File: config.mk
export PLATFORM = sky130hd
export DESIGN_NAME = atn_device_flat
export DESIGN_NICKNAME = d
export VERILOG_FILES = /design/src/inc/atn_pkg.sv /design/src/inc/atn_if.sv /design/src/logic/atn_device.sv /design/src/flat_wrapper.sv
export SDC_FILE = /design/constraint.sdc
export NUM_CORES = 1
export LEC_CHECK = 0
export ABC_CLOCK_PERIOD_IN_PS = 2760
export BUFFER_PORTS_ARGS = -buffer_cell sky130_fd_sc_hd__buf_2
export CAP_MARGIN = 20
export CORE_MARGIN = 2
export CORE_UTILIZATION = 49
export CTS_CLUSTER_SIZE = 20
export DETAILED_ROUTE_END_ITERATION = 8
export PLACE_DENSITY = 0.92
export SYNTH_ARGS = -nofsm -noshare
export SYNTH_HDL_FRONTEND = slang
export SYNTH_SLANG_ARGS = --single-unit
File: constraint.sdc
create_clock -name mclk -period 2.76 [get_ports mclk]
set_clock_uncertainty 0.2 [all_clocks]
set_input_delay 0.276 -clock mclk [delete_from_list [all_inputs] [get_ports mclk]]
set_output_delay 0.276 -clock mclk [all_outputs]
set_load 0.05 [all_outputs]
File: src/inc/atn_pkg.sv
// Functional notes
// RL1: opcode 27h queries native max, no parameters
// RL2: native max ignores any capacity cap
// RL3: 48-bit max split by upper_byte_select
// RL4: opcodes 20h and 21h both read sectors
// RL5: retry bit ignored, same behaviour
// RL6: fetch sectors from media, then send
// RL7: sector data moves as 16-bit words
// RL8: uncorrectable error stops at failing sector
// RL9: sector count zero means 256 sectors
// RL10: mode 0 start is cylinder/head/sector
// RL11: mode 1 start is 28-bit LBA
// RL12: count returns sectors not transferred
// RL13: address returns last transferred sector; after a media error the code returns the failing sector instead
// RL14: abort or media fault sets error flags
// RL15: device bit 6 selects CHS or LBA
package atn_pkg;
  localparam logic [7:0] CMD_NATIVE_MAX_EXT = 8'h27;
  localparam logic [7:0] CMD_READ_SECT      = 8'h20;
  localparam logic [7:0] CMD_READ_MASK      = 8'hfe;
  localparam int         DEV_MODE_BIT       = 6;
  localparam int         WORDS_PER_SECT     = 256;
  localparam logic [8:0] SECT_ZERO_COUNT    = 9'h100;
  localparam int         ST_BUSY = 7;
  localparam int         ST_RDY  = 6;
  localparam int         ST_DSC  = 4;
  localparam int         ST_DRQ  = 3;
  localparam int         ST_ERR  = 0;
  localparam int         ER_BAD_DATA = 6;
  localparam int         ER_NO_SECT  = 4;
  localparam int         ER_ABORTED  = 2;
  localparam logic [7:0] STATUS_RESET = 8'h50;
  localparam logic [7:0] STATUS_BUSY  = 8'h80;
  localparam logic [7:0] STATUS_DRQ   = 8'h58;
  localparam logic [7:0] STATUS_FAIL  = 8'h51;
  localparam logic [7:0] ERROR_RESET  = 8'h00;
  localparam logic [7:0] ERROR_ABORT  = 8'h04;
  localparam logic [47:0] NATIVE_MAX_DEF = 48'h0000_0fff_ffff;
  typedef enum logic [2:0] {
    ATN_IDLE  = 3'b000,
    ATN_FETCH = 3'b001,
    ATN_XFER  = 3'b011,
    ATN_DONE  = 3'b010,
    ATN_HOST_WAIT = 3'b110
  } atn_state_t;
endpackage

File: src/inc/atn_if.sv
`timescale 1ns/1ps
`default_nettype none
// task-file link between host controller and drive
interface atn_if;
  logic        cmd_valid;
  logic [7:0]  cmd_code;
  logic [7:0]  count_in;
  logic [7:0]  lba_low_in;
  logic [7:0]  lba_mid_in;
  logic [7:0]  lba_high_in;
  logic [7:0]  device_in;
  logic        upper_byte_select;
  logic [7:0]  status;
  logic [7:0]  error;
  logic [7:0]  count_out;
  logic [7:0]  lba_low_out;
  logic [7:0]  lba_mid_out;
  logic [7:0]  lba_high_out;
  logic [7:0]  device_out;
  logic [15:0] data_word;
  logic        data_valid;
  logic        data_ready;
  modport dev (input cmd_valid, cmd_code, count_in, lba_low_in, lba_mid_in,
    lba_high_in, device_in, upper_byte_select, data_ready,
    output status, error, count_out, lba_low_out, lba_mid_out,
    lba_high_out, device_out, data_word, data_valid);
  modport hst (output cmd_valid, cmd_code, count_in, lba_low_in, lba_mid_in,
    lba_high_in, device_in, upper_byte_select, data_ready,
    input status, error, count_out, lba_low_out, lba_mid_out,
    lba_high_out, device_out, data_word, data_valid);
endinterface
`default_nettype wire

File: src/logic/atn_device.sv
`timescale 1ns/1ps
`default_nettype none
module atn_device #(
  parameter logic [47:0] NATIVE_MAX = atn_pkg::NATIVE_MAX_DEF,
  parameter int          SECT_WORDS = atn_pkg::WORDS_PER_SECT
) (
  input  wire logic        mclk,
  input  wire logic        rst_n,
  atn_if.dev               tf,
  output logic             media_req,
  output logic [27:0]      media_addr,
  output logic             media_chs,
  input  wire logic        media_ack,
  input  wire logic        media_unc,
  input  wire logic        media_idnf,
  input  wire logic [15:0] media_word
);
  import atn_pkg::*;

  atn_state_t  state;
  atn_state_t  next_state;
  logic [8:0]  remain;
  logic [8:0]  next_remain;
  logic [27:0] cur_addr;
  logic [27:0] next_addr;
  logic        lba_mode;
  logic        next_lba_mode;
  logic [8:0]  word_cnt;
  logic [8:0]  next_word_cnt;
  logic [47:0] max_hold;
  logic [47:0] next_max_hold;
  logic        is_max;
  logic        next_is_max;
  // registered copies of the task-file results
  logic [7:0]  status_q;
  logic [7:0]  next_status;
  logic [7:0]  error_q;
  logic [7:0]  next_error;
  logic [15:0] word_q;
  logic [15:0] next_word;

  // command decode; retry bit is masked off
  wire is_read = (tf.cmd_code & CMD_READ_MASK) == CMD_READ_SECT; // RL4 RL5
  wire is_maxq = tf.cmd_code == CMD_NATIVE_MAX_EXT; // RL1
  wire take    = tf.cmd_valid && state == ATN_IDLE;
  wire [8:0] req_cnt = (tf.count_in == 8'h00) ? SECT_ZERO_COUNT
                       : {1'b0, tf.count_in}; // RL9
  wire mode_l  = tf.device_in[DEV_MODE_BIT]; // RL15
  // CHS packs sector/cyl/head; LBA packs bits 27:0
  wire [27:0] start_addr = {tf.device_in[3:0], tf.lba_high_in,
                            tf.lba_mid_in, tf.lba_low_in}; // RL10 RL11
  wire word_last = word_cnt == 9'(SECT_WORDS - 1);
  wire beat      = tf.data_valid && tf.data_ready; // RL7
  wire media_bad = media_ack && (media_unc || media_idnf);
  // last sector of the command once its final word goes
  wire sect_last = remain == 9'h001;

  // next-state logic: fetch one sector, then stream it word by word
  always_comb
  begin
    next_state    = state;
    next_remain   = remain;
    next_addr     = cur_addr;
    next_lba_mode = lba_mode;
    next_word_cnt = word_cnt;
    next_max_hold = max_hold;
    next_is_max   = is_max;
    next_status   = status_q;
    next_error    = error_q;
    next_word     = word_q;
    case (state)
      ATN_IDLE:
        if (take)
        begin
          next_error = ERROR_RESET;
          if (is_maxq)
          begin
            // true limit: a capacity cap never narrows this answer
            next_max_hold = NATIVE_MAX; // RL2
            next_is_max   = 1'b1;
            next_status   = STATUS_RESET;
          end
          else if (is_read)
          begin
            next_remain   = req_cnt; // RL9
            next_addr     = start_addr;
            next_lba_mode = mode_l;
            next_is_max   = 1'b0;
            next_status   = STATUS_BUSY;
            next_state    = ATN_FETCH; // RL6
          end
          else
          begin
            // unknown opcode: refuse it and drop any old query result
            next_is_max = 1'b0;
            next_error  = ERROR_ABORT; // RL14
            next_status = STATUS_FAIL; // RL14
          end
        end
      ATN_FETCH:
        if (media_bad)
        begin
          // stop at the failing sector; address and count stay there
          next_error[ER_BAD_DATA] = media_unc; // RL8 RL14
          next_error[ER_NO_SECT]  = media_idnf && !media_unc; // RL14
          next_status             = STATUS_FAIL;
          next_state              = ATN_IDLE;
        end
        else if (media_ack)
        begin
          next_word     = media_word;
          next_word_cnt = 9'h000;
          next_status   = STATUS_DRQ;
          next_state    = ATN_XFER;
        end
      ATN_XFER:
        if (beat)
        begin
          next_word_cnt = word_cnt + 9'h001;
          if (!word_last)
            next_word = media_word;
          else
          begin
            next_remain = remain - 9'h001; // RL12
            if (sect_last)
            begin
              // address stays on the last sector sent
              next_status = STATUS_RESET;
              next_state  = ATN_DONE;
            end
            else
            begin
              next_addr   = cur_addr + 28'h1;
              next_status = STATUS_BUSY;
              next_state  = ATN_FETCH;
            end
          end
        end
      // one extra step keeps the exit to idle a one-bit change
      ATN_DONE:
        next_state = ATN_IDLE;
      default:
        next_state = ATN_IDLE;
    endcase
  end

  // sequence registers
  always_ff @(posedge mclk)
  begin
    if (!rst_n)
    begin
      state    <= ATN_IDLE;
      remain   <= 9'h000;
      cur_addr <= 28'h0;
      lba_mode <= 1'b0;
      word_cnt <= 9'h000;
    end
    else
    begin
      state    <= next_state;
      remain   <= next_remain;
      cur_addr <= next_addr;
      lba_mode <= next_lba_mode;
      word_cnt <= next_word_cnt;
    end
  end

  // registers the host reads back; reset shows ready and seek done
  always_ff @(posedge mclk)
  begin
    if (!rst_n)
    begin
      status_q <= STATUS_RESET;
      error_q  <= ERROR_RESET;
      max_hold <= 48'h0;
      is_max   <= 1'b0;
      word_q   <= 16'h0000;
    end
    else
    begin
      status_q <= next_status;
      error_q  <= next_error;
      max_hold <= next_max_hold;
      is_max   <= next_is_max;
      word_q   <= next_word;
    end
  end

  // media port: one sector per request, address in caller's mode
  assign media_req  = state == ATN_FETCH;
  assign media_addr = cur_addr;
  assign media_chs  = !lba_mode;
  assign tf.data_valid = state == ATN_XFER;

  // status, error and data word come straight from flip-flops
  assign tf.status    = status_q;
  assign tf.error     = error_q;
  assign tf.data_word = word_q;

  // result registers: count left and last sector, or native max
  wire [7:0] max_lo = tf.upper_byte_select ? max_hold[31:24] : max_hold[7:0];
  wire [7:0] max_md = tf.upper_byte_select ? max_hold[39:32] : max_hold[15:8];
  wire [7:0] max_hi = tf.upper_byte_select ? max_hold[47:40] : max_hold[23:16];
  assign tf.count_out    = is_max ? 8'h00 : remain[7:0]; // RL12
  assign tf.lba_low_out  = is_max ? max_lo : cur_addr[7:0]; // RL3 RL13
  assign tf.lba_mid_out  = is_max ? max_md : cur_addr[15:8]; // RL3 RL13
  assign tf.lba_high_out = is_max ? max_hi : cur_addr[23:16]; // RL3 RL13
  assign tf.device_out   = is_max ? 8'h00 : {4'h0, cur_addr[27:24]}; // RL13
endmodule // atn_device
`default_nettype wire

File: src/flat_wrapper.sv
// flat-port wrapper written by rule: the top's interface ports become plain ports
module atn_device_flat import atn_pkg::*;
#(
  parameter logic [47:0] NATIVE_MAX = atn_pkg::NATIVE_MAX_DEF,
  parameter int          SECT_WORDS = atn_pkg::WORDS_PER_SECT
)
  (mclk, rst_n, media_req, media_addr, media_chs, media_ack, media_unc, media_idnf, media_word, tf_cmd_valid, tf_cmd_code, tf_count_in, tf_lba_low_in, tf_lba_mid_in, tf_lba_high_in, tf_device_in, tf_upper_byte_select, tf_data_ready, tf_status, tf_error, tf_count_out, tf_lba_low_out, tf_lba_mid_out, tf_lba_high_out, tf_device_out, tf_data_word, tf_data_valid);
  atn_if tf_i ();
  input  wire logic mclk;
  input  wire logic rst_n;
  output logic media_req;
  output logic [27:0] media_addr;
  output logic media_chs;
  input  wire logic media_ack;
  input  wire logic media_unc;
  input  wire logic media_idnf;
  input  wire logic [15:0] media_word;
  input wire logic [$bits(tf_i.cmd_valid)-1:0] tf_cmd_valid;
  input wire logic [$bits(tf_i.cmd_code)-1:0] tf_cmd_code;
  input wire logic [$bits(tf_i.count_in)-1:0] tf_count_in;
  input wire logic [$bits(tf_i.lba_low_in)-1:0] tf_lba_low_in;
  input wire logic [$bits(tf_i.lba_mid_in)-1:0] tf_lba_mid_in;
  input wire logic [$bits(tf_i.lba_high_in)-1:0] tf_lba_high_in;
  input wire logic [$bits(tf_i.device_in)-1:0] tf_device_in;
  input wire logic [$bits(tf_i.upper_byte_select)-1:0] tf_upper_byte_select;
  input wire logic [$bits(tf_i.data_ready)-1:0] tf_data_ready;
  output wire logic [$bits(tf_i.status)-1:0] tf_status;
  output wire logic [$bits(tf_i.error)-1:0] tf_error;
  output wire logic [$bits(tf_i.count_out)-1:0] tf_count_out;
  output wire logic [$bits(tf_i.lba_low_out)-1:0] tf_lba_low_out;
  output wire logic [$bits(tf_i.lba_mid_out)-1:0] tf_lba_mid_out;
  output wire logic [$bits(tf_i.lba_high_out)-1:0] tf_lba_high_out;
  output wire logic [$bits(tf_i.device_out)-1:0] tf_device_out;
  output wire logic [$bits(tf_i.data_word)-1:0] tf_data_word;
  output wire logic [$bits(tf_i.data_valid)-1:0] tf_data_valid;
  assign tf_i.cmd_valid = tf_cmd_valid;
  assign tf_i.cmd_code = tf_cmd_code;
  assign tf_i.count_in = tf_count_in;
  assign tf_i.lba_low_in = tf_lba_low_in;
  assign tf_i.lba_mid_in = tf_lba_mid_in;
  assign tf_i.lba_high_in = tf_lba_high_in;
  assign tf_i.device_in = tf_device_in;
  assign tf_i.upper_byte_select = tf_upper_byte_select;
  assign tf_i.data_ready = tf_data_ready;
  assign tf_status = tf_i.status;
  assign tf_error = tf_i.error;
  assign tf_count_out = tf_i.count_out;
  assign tf_lba_low_out = tf_i.lba_low_out;
  assign tf_lba_mid_out = tf_i.lba_mid_out;
  assign tf_lba_high_out = tf_i.lba_high_out;
  assign tf_device_out = tf_i.device_out;
  assign tf_data_word = tf_i.data_word;
  assign tf_data_valid = tf_i.data_valid;
  atn_device #(.NATIVE_MAX(NATIVE_MAX), .SECT_WORDS(SECT_WORDS)) u_core (.mclk(mclk), .rst_n(rst_n), .tf(tf_i), .media_req(media_req), .media_addr(media_addr), .media_chs(media_chs), .media_ack(media_ack), .media_unc(media_unc), .media_idnf(media_idnf), .media_word(media_word));
endmodule
==> metrics.md, run 1 <==
| Metric | Value |
|---|---|
| Status | `finished clean` |
| Sw Share | `26.2%` |
| Std-Cell Rows | `34` |
| Placed Cells incl. Taps | `841` |
| Mux contribution to synthesized area | `0.691%` |
| Setup Viol. Count Final | `0` |
| CP arrival | `between 2000 and 2500 ps` |
| Sequential area share after synthesis | `34.1%` |
| Vias | `4968` |
| Worst Tran Pin Value | `roughly 940 ps` |
| Clock-pin slew on the worst setup and hold paths | `approximately 70 ps` |
| Setup_tns | `0 ps` |
| Post-layout power | `2040 uW` |
| Finished Layout Cells | `slightly below 900` |
| Critical Path Fanout Max | `5` |
| Cells after synthesis | `595` |
| Bufs on Longest Clock Path | `2` |
| Async S/R FF share, synth | `0%` |
| Pint | `1500 uW` |
| Required @ worst endpoint | `~2800 ps` |
| Die ar. | `9640 sq um` |
| Layout cell share with drive strength beyond 1 | `27.9%` |
| Crit path time final | `~2400 ps` |
| Vias in the first global route | `4461` |
| Die width | `98.2 um` |
| Largest family of logic cells by synthesized area | `simple AND/OR/NAND/NOR gates` |
| Synth Warn # | `0` |
| Sequential Power Share | `52.9%` |
| Synthesis-to-layout area growth | `27.8%` |
| CTS Root Cell | `clkbuf_8` |
| Number of max-cap violations | `0` |
| # IOs | `175` |
| Peak supply drop | `around 0.32 mV` |
| CTS Buf Count | `9` |
| Largest net degree at the start of global routing | `54` |
| Synth top area share | `34.1%` |
| Remaining Overflow, GRT | `0` |
| CTS sink cnt | `74` |
| #FFs+latches synth | `74` |
| Setup Buffers After CTS | `0` |
| Antenna Violating Nets Remaining | `0` |
| Vias per inst | `~5.7` |
| Synth Area per Inst | `between 7 and 8 sq um` |
| Tcrit/Tclk final | `87.2%` |
| Synth Area in Adders | `1.73%` |
| Finished Core Util | `64.0%` |
| Dominant synthesized flop cell | `dfxtp_1` |
| Final net count | `841` |
| Max-slew violations | `0` |
| Routed len/inst | `14.7 um` |
| Complex-gate fraction of the synthesized area | `26.3%` |
| Critical path capture point type | `register` |
| Wire length of the first global-routing pass | `20700 um` |
| Xor-xnor portion of the synthesized cell area | `under 10%` |
| Starting Density | `50.1%` |
| Post-synthesis cell type count | `60` |
| Clock power frac | `about 36%` |
| Rel. slew slack | `37.3%` |
| First drt pass iteration count | `5` |
| Unrepaired setup endpoints after global routing | `false` |
| Simple-gate share of the synthesized area | `26.7%` |
| Total GRT Usage | `between 20% and 30%` |
| H-Tree Depth | `3` |
| DRC | `0` |
| Setup CP Type | `reg2reg` |
| CTS tree | `yes` |
| Synth area leader | `dfxtp_1` |
| Commonest non-fill, non-tap cell in the layout | `buf_2` |
| Port bufs | `159` |
| Hold Path Class | `in2reg` |
| Mapped Area | `4350 sq um` |
| Number of enable flip-flop cells after synthesis | `0` |
| Leak | `between 0.002 and 0.003 uW` |
| Routability-driven placement congestion ratio | `approximately 0.84` |
| Critical Path Source Type | `register` |
| WL final | `12900 um` |
| Die height | `98.2 um` |
| Fmax | `415 MHz` |
| Comb pwr share | `10.8%` |
| Placeable Area | `8680 sq um` |
| Diode count | `0` |
| Largest cells by area after synthesis | `dfxtp_1 (34%), a21oi_1 (7.1%), nand2_1 (7.0%)` |
| Most frequent cells in the layout | `buf_2 (159), nand2_1 (80), dfxtp_1 (74)` |
| Final Hold Fails | `0` |
| Psw | `535 uW` |
| Initial DRC Count | `242` |
| Antenna violations before repair | `0` |
| PwrDens | `approximately 370 nW/um^2` |
| Dpl hpwl | `9050 um` |
| Skew-Pair Late Insertion Delay | `340 ps` |
-- cells by family (layout without fill, tap and decap cells) --
| kind of cell | Yosys count | in the layout |
|---|---|---|
| and+or+nand+nor | 232 | 232 |
| AOI/OAI and AO/OA | 186 | 186 |
| buffers and inverters | 86 | 248 |
| DFF | 74 | 74 |
| xor gates and xnor gates | 7 | 7 |
| adders and majority gates | 6 | 6 |
| muxes | 3 | 3 |
| other | 1 | 12 |
-- final timing paths --
check / depth (start not counted) / slack [ps] / from / to
min: 3 / 20 / tf_lba_low_in[1] / u_core.media_addr[1]
max reg2reg: 7 / 350 / u_core.word_cnt[0] / u_core.media_addr[27]
min reg2reg: 2 / 250 / u_core.tf.data_word[5] / u_core.tf.data_word[5]
max: 7 / 350 / u_core.word_cnt[0] / u_core.media_addr[27]
-- sequential cells by signal, summed over array words and instances, names as in the netlist --
signal,flops
u_core.is_max,1
u_core.lba_mode,1
u_core.max_hold,1
u_core.media_addr,28
u_core.remain,9
u_core.state,2
u_core.tf.data_word,16
u_core.tf.error,3
u_core.tf.status,4
u_core.word_cnt,9
-- layout make-up --
| class | count | area (sq um) |
|---|---|---|
| Tap cell | 108 | 135 |
| Inverter | 35 | 131 |
| Clock inverter | 3 | 15.0 |
| Sequential cell | 74 | 1480 |
| Timing Repair Buffer | 197 | 1130 |
| Clock buffer | 13 | 149 |
| Fill cell | 776 | 3120 |
| Multi-Input combinational cell | 446 | 2520 |
-- timing repair --
action	CTS	global route
endpoints found under the setup margin	0	1
hold endpoints to repair	19	0
resized for setup	0	1
hold buffers	19	0
-- power groups by stage --
stage	clock, uW	combinational (uW)	sequential (uW)
CTS	750	219	1080
finish	740	221	1080
global route	794	236	1080
global placement	0	195	1100
floorplan	0	118	1120
detailed placement	0	198	1100
-- critical path: stages (launching register included) --
cell,delay (ps)
dfxtp_1,390
ha_1,220
and3_1,180
and3_1,180
ha_1,250
a41oi_2,200
or4b_1,540
a31oi_1,160
-- cells in the mapped netlist (3+ instances only) --
| master | number |
|---|---|
| a211oi_1 | 6 |
| a21o_1 | 4 |
| a21oi_1 | 62 |
| a22oi_1 | 6 |
| a31oi_1 | 11 |
| a32oi_1 | 4 |
| and2_1 | 6 |
| and3_1 | 14 |
| buf_1 | 5 |
| buf_2 | 9 |
| buf_4 | 14 |
| clkbuf_1 | 22 |
| dfxtp_1 | 74 |
| ha_1 | 6 |
| inv_1 | 34 |
| mux2i_1 | 3 |
| nand2_1 | 81 |
| nand3_1 | 13 |
| nand4_1 | 13 |
| nor2_1 | 52 |
| nor2b_1 | 15 |
| nor3_1 | 10 |
| nor4_1 | 5 |
| o211ai_1 | 4 |
| o21ai_0 | 56 |
| o221a_2 | 3 |
| o22ai_1 | 4 |
| o31ai_1 | 3 |
| o32ai_1 | 4 |
| or2_2 | 6 |
| or3_1 | 3 |
| xor2_1 | 6 |
-- per-layer routing --
metal  part of all wire (%)  GRT usage [%]  vias to the layer above
met4                    1.0           8.01                        0
met1                     40           31.2                     2292
met2                     50           46.0                      250
met3                    9.2           5.30                       11
met5                      0              0                        -
li1                       -              -                     2415
-- metrics by stage --
stage                     hold slack, ps  setup slack [ps]  cell area, sq um
final                               23.3               352              5560
after global routing                34.7               165              5560
after CTS                           11.2               207              5560
after detailed placement             242               225              5200
after global placement               235               317              5200
after floorplan                      212               305              4390
Power figures use the tool's default switching activity.
==> inputs of run 2 (changes only) <==
Settings changed: CORE_MARGIN 2 to default, PLACE_DENSITY 0.92 to default, PLACE_DENSITY_LB_ADDON from default to 0.15.
==> metrics.md, run 2 (synthesized netlist as in run 1, its figures left out) <==
| Metric | Value |
|---|---|
| Status | `finished clean` |
| Final Hold Fails | `0 (unchanged)` |
| Vias in the first global route | `4292 (-3.8%)` |
| PwrDens | `374 nW/um^2 (+2.0%)` |
| Pre-CTS setup slack | `73.6 ps (-151 ps)` |
| Die ar. | `9250 sq um (-4.0%)` |
| Max-slew violations | `0 (unchanged)` |
| DRC | `0 (unchanged)` |
| CTS Root Cell | `clkbuf_8` |
| Largest net degree at the start of global routing | `53 (-1.9%)` |
| # IOs | `175 (unchanged)` |
| Critical Path Source Type | `register` |
| Critical path capture point type | `register` |
| Setup_tns | `0 ps (unchanged)` |
| Bufs on Longest Clock Path | `2 (unchanged)` |
| Clock-pin slew on the worst setup and hold paths | `80 ps (about the same)` |
| Rel. slew slack | `59.8% (+23 points)` |
| Wire length of the first global-routing pass | `19400 um (-6.6%)` |
| Setup Viol. Count Final | `0 (unchanged)` |
| CTS Buf Count | `9 (unchanged)` |
| Starting Density | `51.9% (+1.8 points)` |
| Hold slack | `16.4 ps (-6.95 ps)` |
| WL final | `12700 um (-1.5%)` |
| Unrepaired setup endpoints after global routing | `false` |
| Port bufs | `159 (unchanged)` |
| Routed len/inst | `14.6 um (-0.83%)` |
| First drt pass iteration count | `5 (unchanged)` |
| Routability-driven placement congestion ratio | `0.821 (-2.7%)` |
| Crit path time final | `2480 ps (+67.9 ps)` |
| Hold Path Class | `in2reg` |
| Skew-Pair Late Insertion Delay | `360 ps (+20 ps)` |
| Antenna violations before repair | `0 (unchanged)` |
| Final WS setup | `284 ps (-67.9 ps)` |
| Peak supply drop | `0.242 mV (-24%)` |
| Synthesis-to-layout area growth | `27.6%` |
| Worst Tran Pin Value | `602 ps (-338 ps)` |
| Number of max-cap violations | `0 (unchanged)` |
| Diode count | `0 (unchanged)` |
| Vias | `4849 (-2.4%)` |
| Std-Cell Rows | `33 (-2.9%)` |
| Tcrit/Tclk final | `89.7% (+2.5 points)` |
| Remaining Overflow, GRT | `0 (unchanged)` |
| Die width | `96.2 um (-2.0%)` |
| Max reg flops | `28 (unchanged)` |
| Dpl hpwl | `8740 um (-3.5%)` |
| CTS tree | `yes` |
| Placeable Area | `8380 sq um (-3.4%)` |
| Required @ worst endpoint | `2830 ps (about the same)` |
| Layout cell share with drive strength beyond 1 | `27.8% (about the same)` |
| Initial DRC Count | `283 (+17%)` |
| H-Tree Depth | `3 (unchanged)` |
| CP arrival | `2550 ps (+90 ps)` |
| Setup CP Type | `reg2reg` |
| Die height | `96.2 um (-2.0%)` |
| Critical Path Fanout Max | `15 (+10)` |
| CTS sink cnt | `74 (unchanged)` |
| Fmax | `404 MHz (-2.7%)` |
| Most frequent cells in the layout | `buf_2 (159), nand2_1 (80), dfxtp_1 (74)` |
| Commonest non-fill, non-tap cell in the layout | `buf_2` |
| Total GRT Usage | `26.8% (+1.0 points)` |
| Antenna Violating Nets Remaining | `0 (unchanged)` |
| Fillers | `764 (-1.5%)` |
| Leak | `0.00251 uW (-0.54%)` |
| Vias per inst | `5.57 (-1.7%)` |
| Final net count | `838 (-0.36%)` |
==> run 2: cell types whose count changed in the layout (fill, tap and decap cells not counted) <==
cell,before,now
clkinv_2,3,2
clkbuf_1,3,0
clkbuf_8,10,9
inv_6,0,2
buf_4,19,15
clkinvlp_4,0,1
dlygate4sd3_1,19,20
clkinv_4,0,2
==> run 2: final cells by class <==
| cell class | count | area (sq um) | share of cell area [%] |
|---|---|---|---|
| Tap cell | 105 | 131 | 2.37 |
| Multi-Input combinational cell | 446 | 2520 | 45.4 |
| Timing Repair Buffer | 194 | 1110 | 20.0 |
| Clock buffer | 9 | 124 | 2.23 |
| Sequential cell | 74 | 1480 | 26.7 |
| Clock inverter | 7 | 52.6 | 0.948 |
| Inverter | 35 | 131 | 2.37 |
==> run 2: layer usage <==
layer  up-vias  GRT usage (%)  share of wire, %
met5         -              0                 0
met4         0           10.4               1.3
met3        16           5.45               7.1
met2       216           46.0                49
met1      2211           32.8                43
li1       2406              -                 -
==> run 2: per-stage QoR <==
step	util, %	total power, uW	cell area (sq um)	std cells
floorplan	-	1240	4390	606
global placement	61.7	1300	5170	834
detailed placement	61.7	1300	5170	834
CTS	66.1	2080	5540	870
global route	66.2	2150	5550	870
finish	66.2	2080	5550	870
==> run 2: timing repair <==
item	CTS	global route
resized for setup	0	1
endpoints found under the setup margin	0	10
endpoints found under the hold margin	20	0
buffers inserted	0	0
hold buffers	20	0
==> run 2: path summary, 6_finish.rpt <==
path / from / to / slack (ps) / cells past startpoint
setup / recovery: u_core.word_cnt[0] / u_core.media_addr[26] / 280 / 7
hold / removal: tf_lba_high_in[7] / u_core.media_addr[23] / 20 / 3
setup reg to reg: u_core.word_cnt[0] / u_core.media_addr[26] / 280 / 7
hold reg to reg: u_core.tf.data_word[1] / u_core.tf.data_word[1] / 250 / 2
==> run 2: worst max-delay path, stage by stage (launching register included) <==
cell and delay [ps]:
dfxtp_1 370, ha_1 210, and3_1 190, and3_1 190, ha_1 270, a41o_2 430
nand2_1 280, o22ai_1 250
==> run 2: where the power goes <==
| part | internal [uW] | total, uW | switching [uW] |
|---|---|---|---|
| Sequential | 1070 | 1080 | 5.31 |
| Clock | 332 | 774 | 442 |
| Combinational | 85.6 | 224 | 138 |
| Total | 1490 | 2080 | 585 |
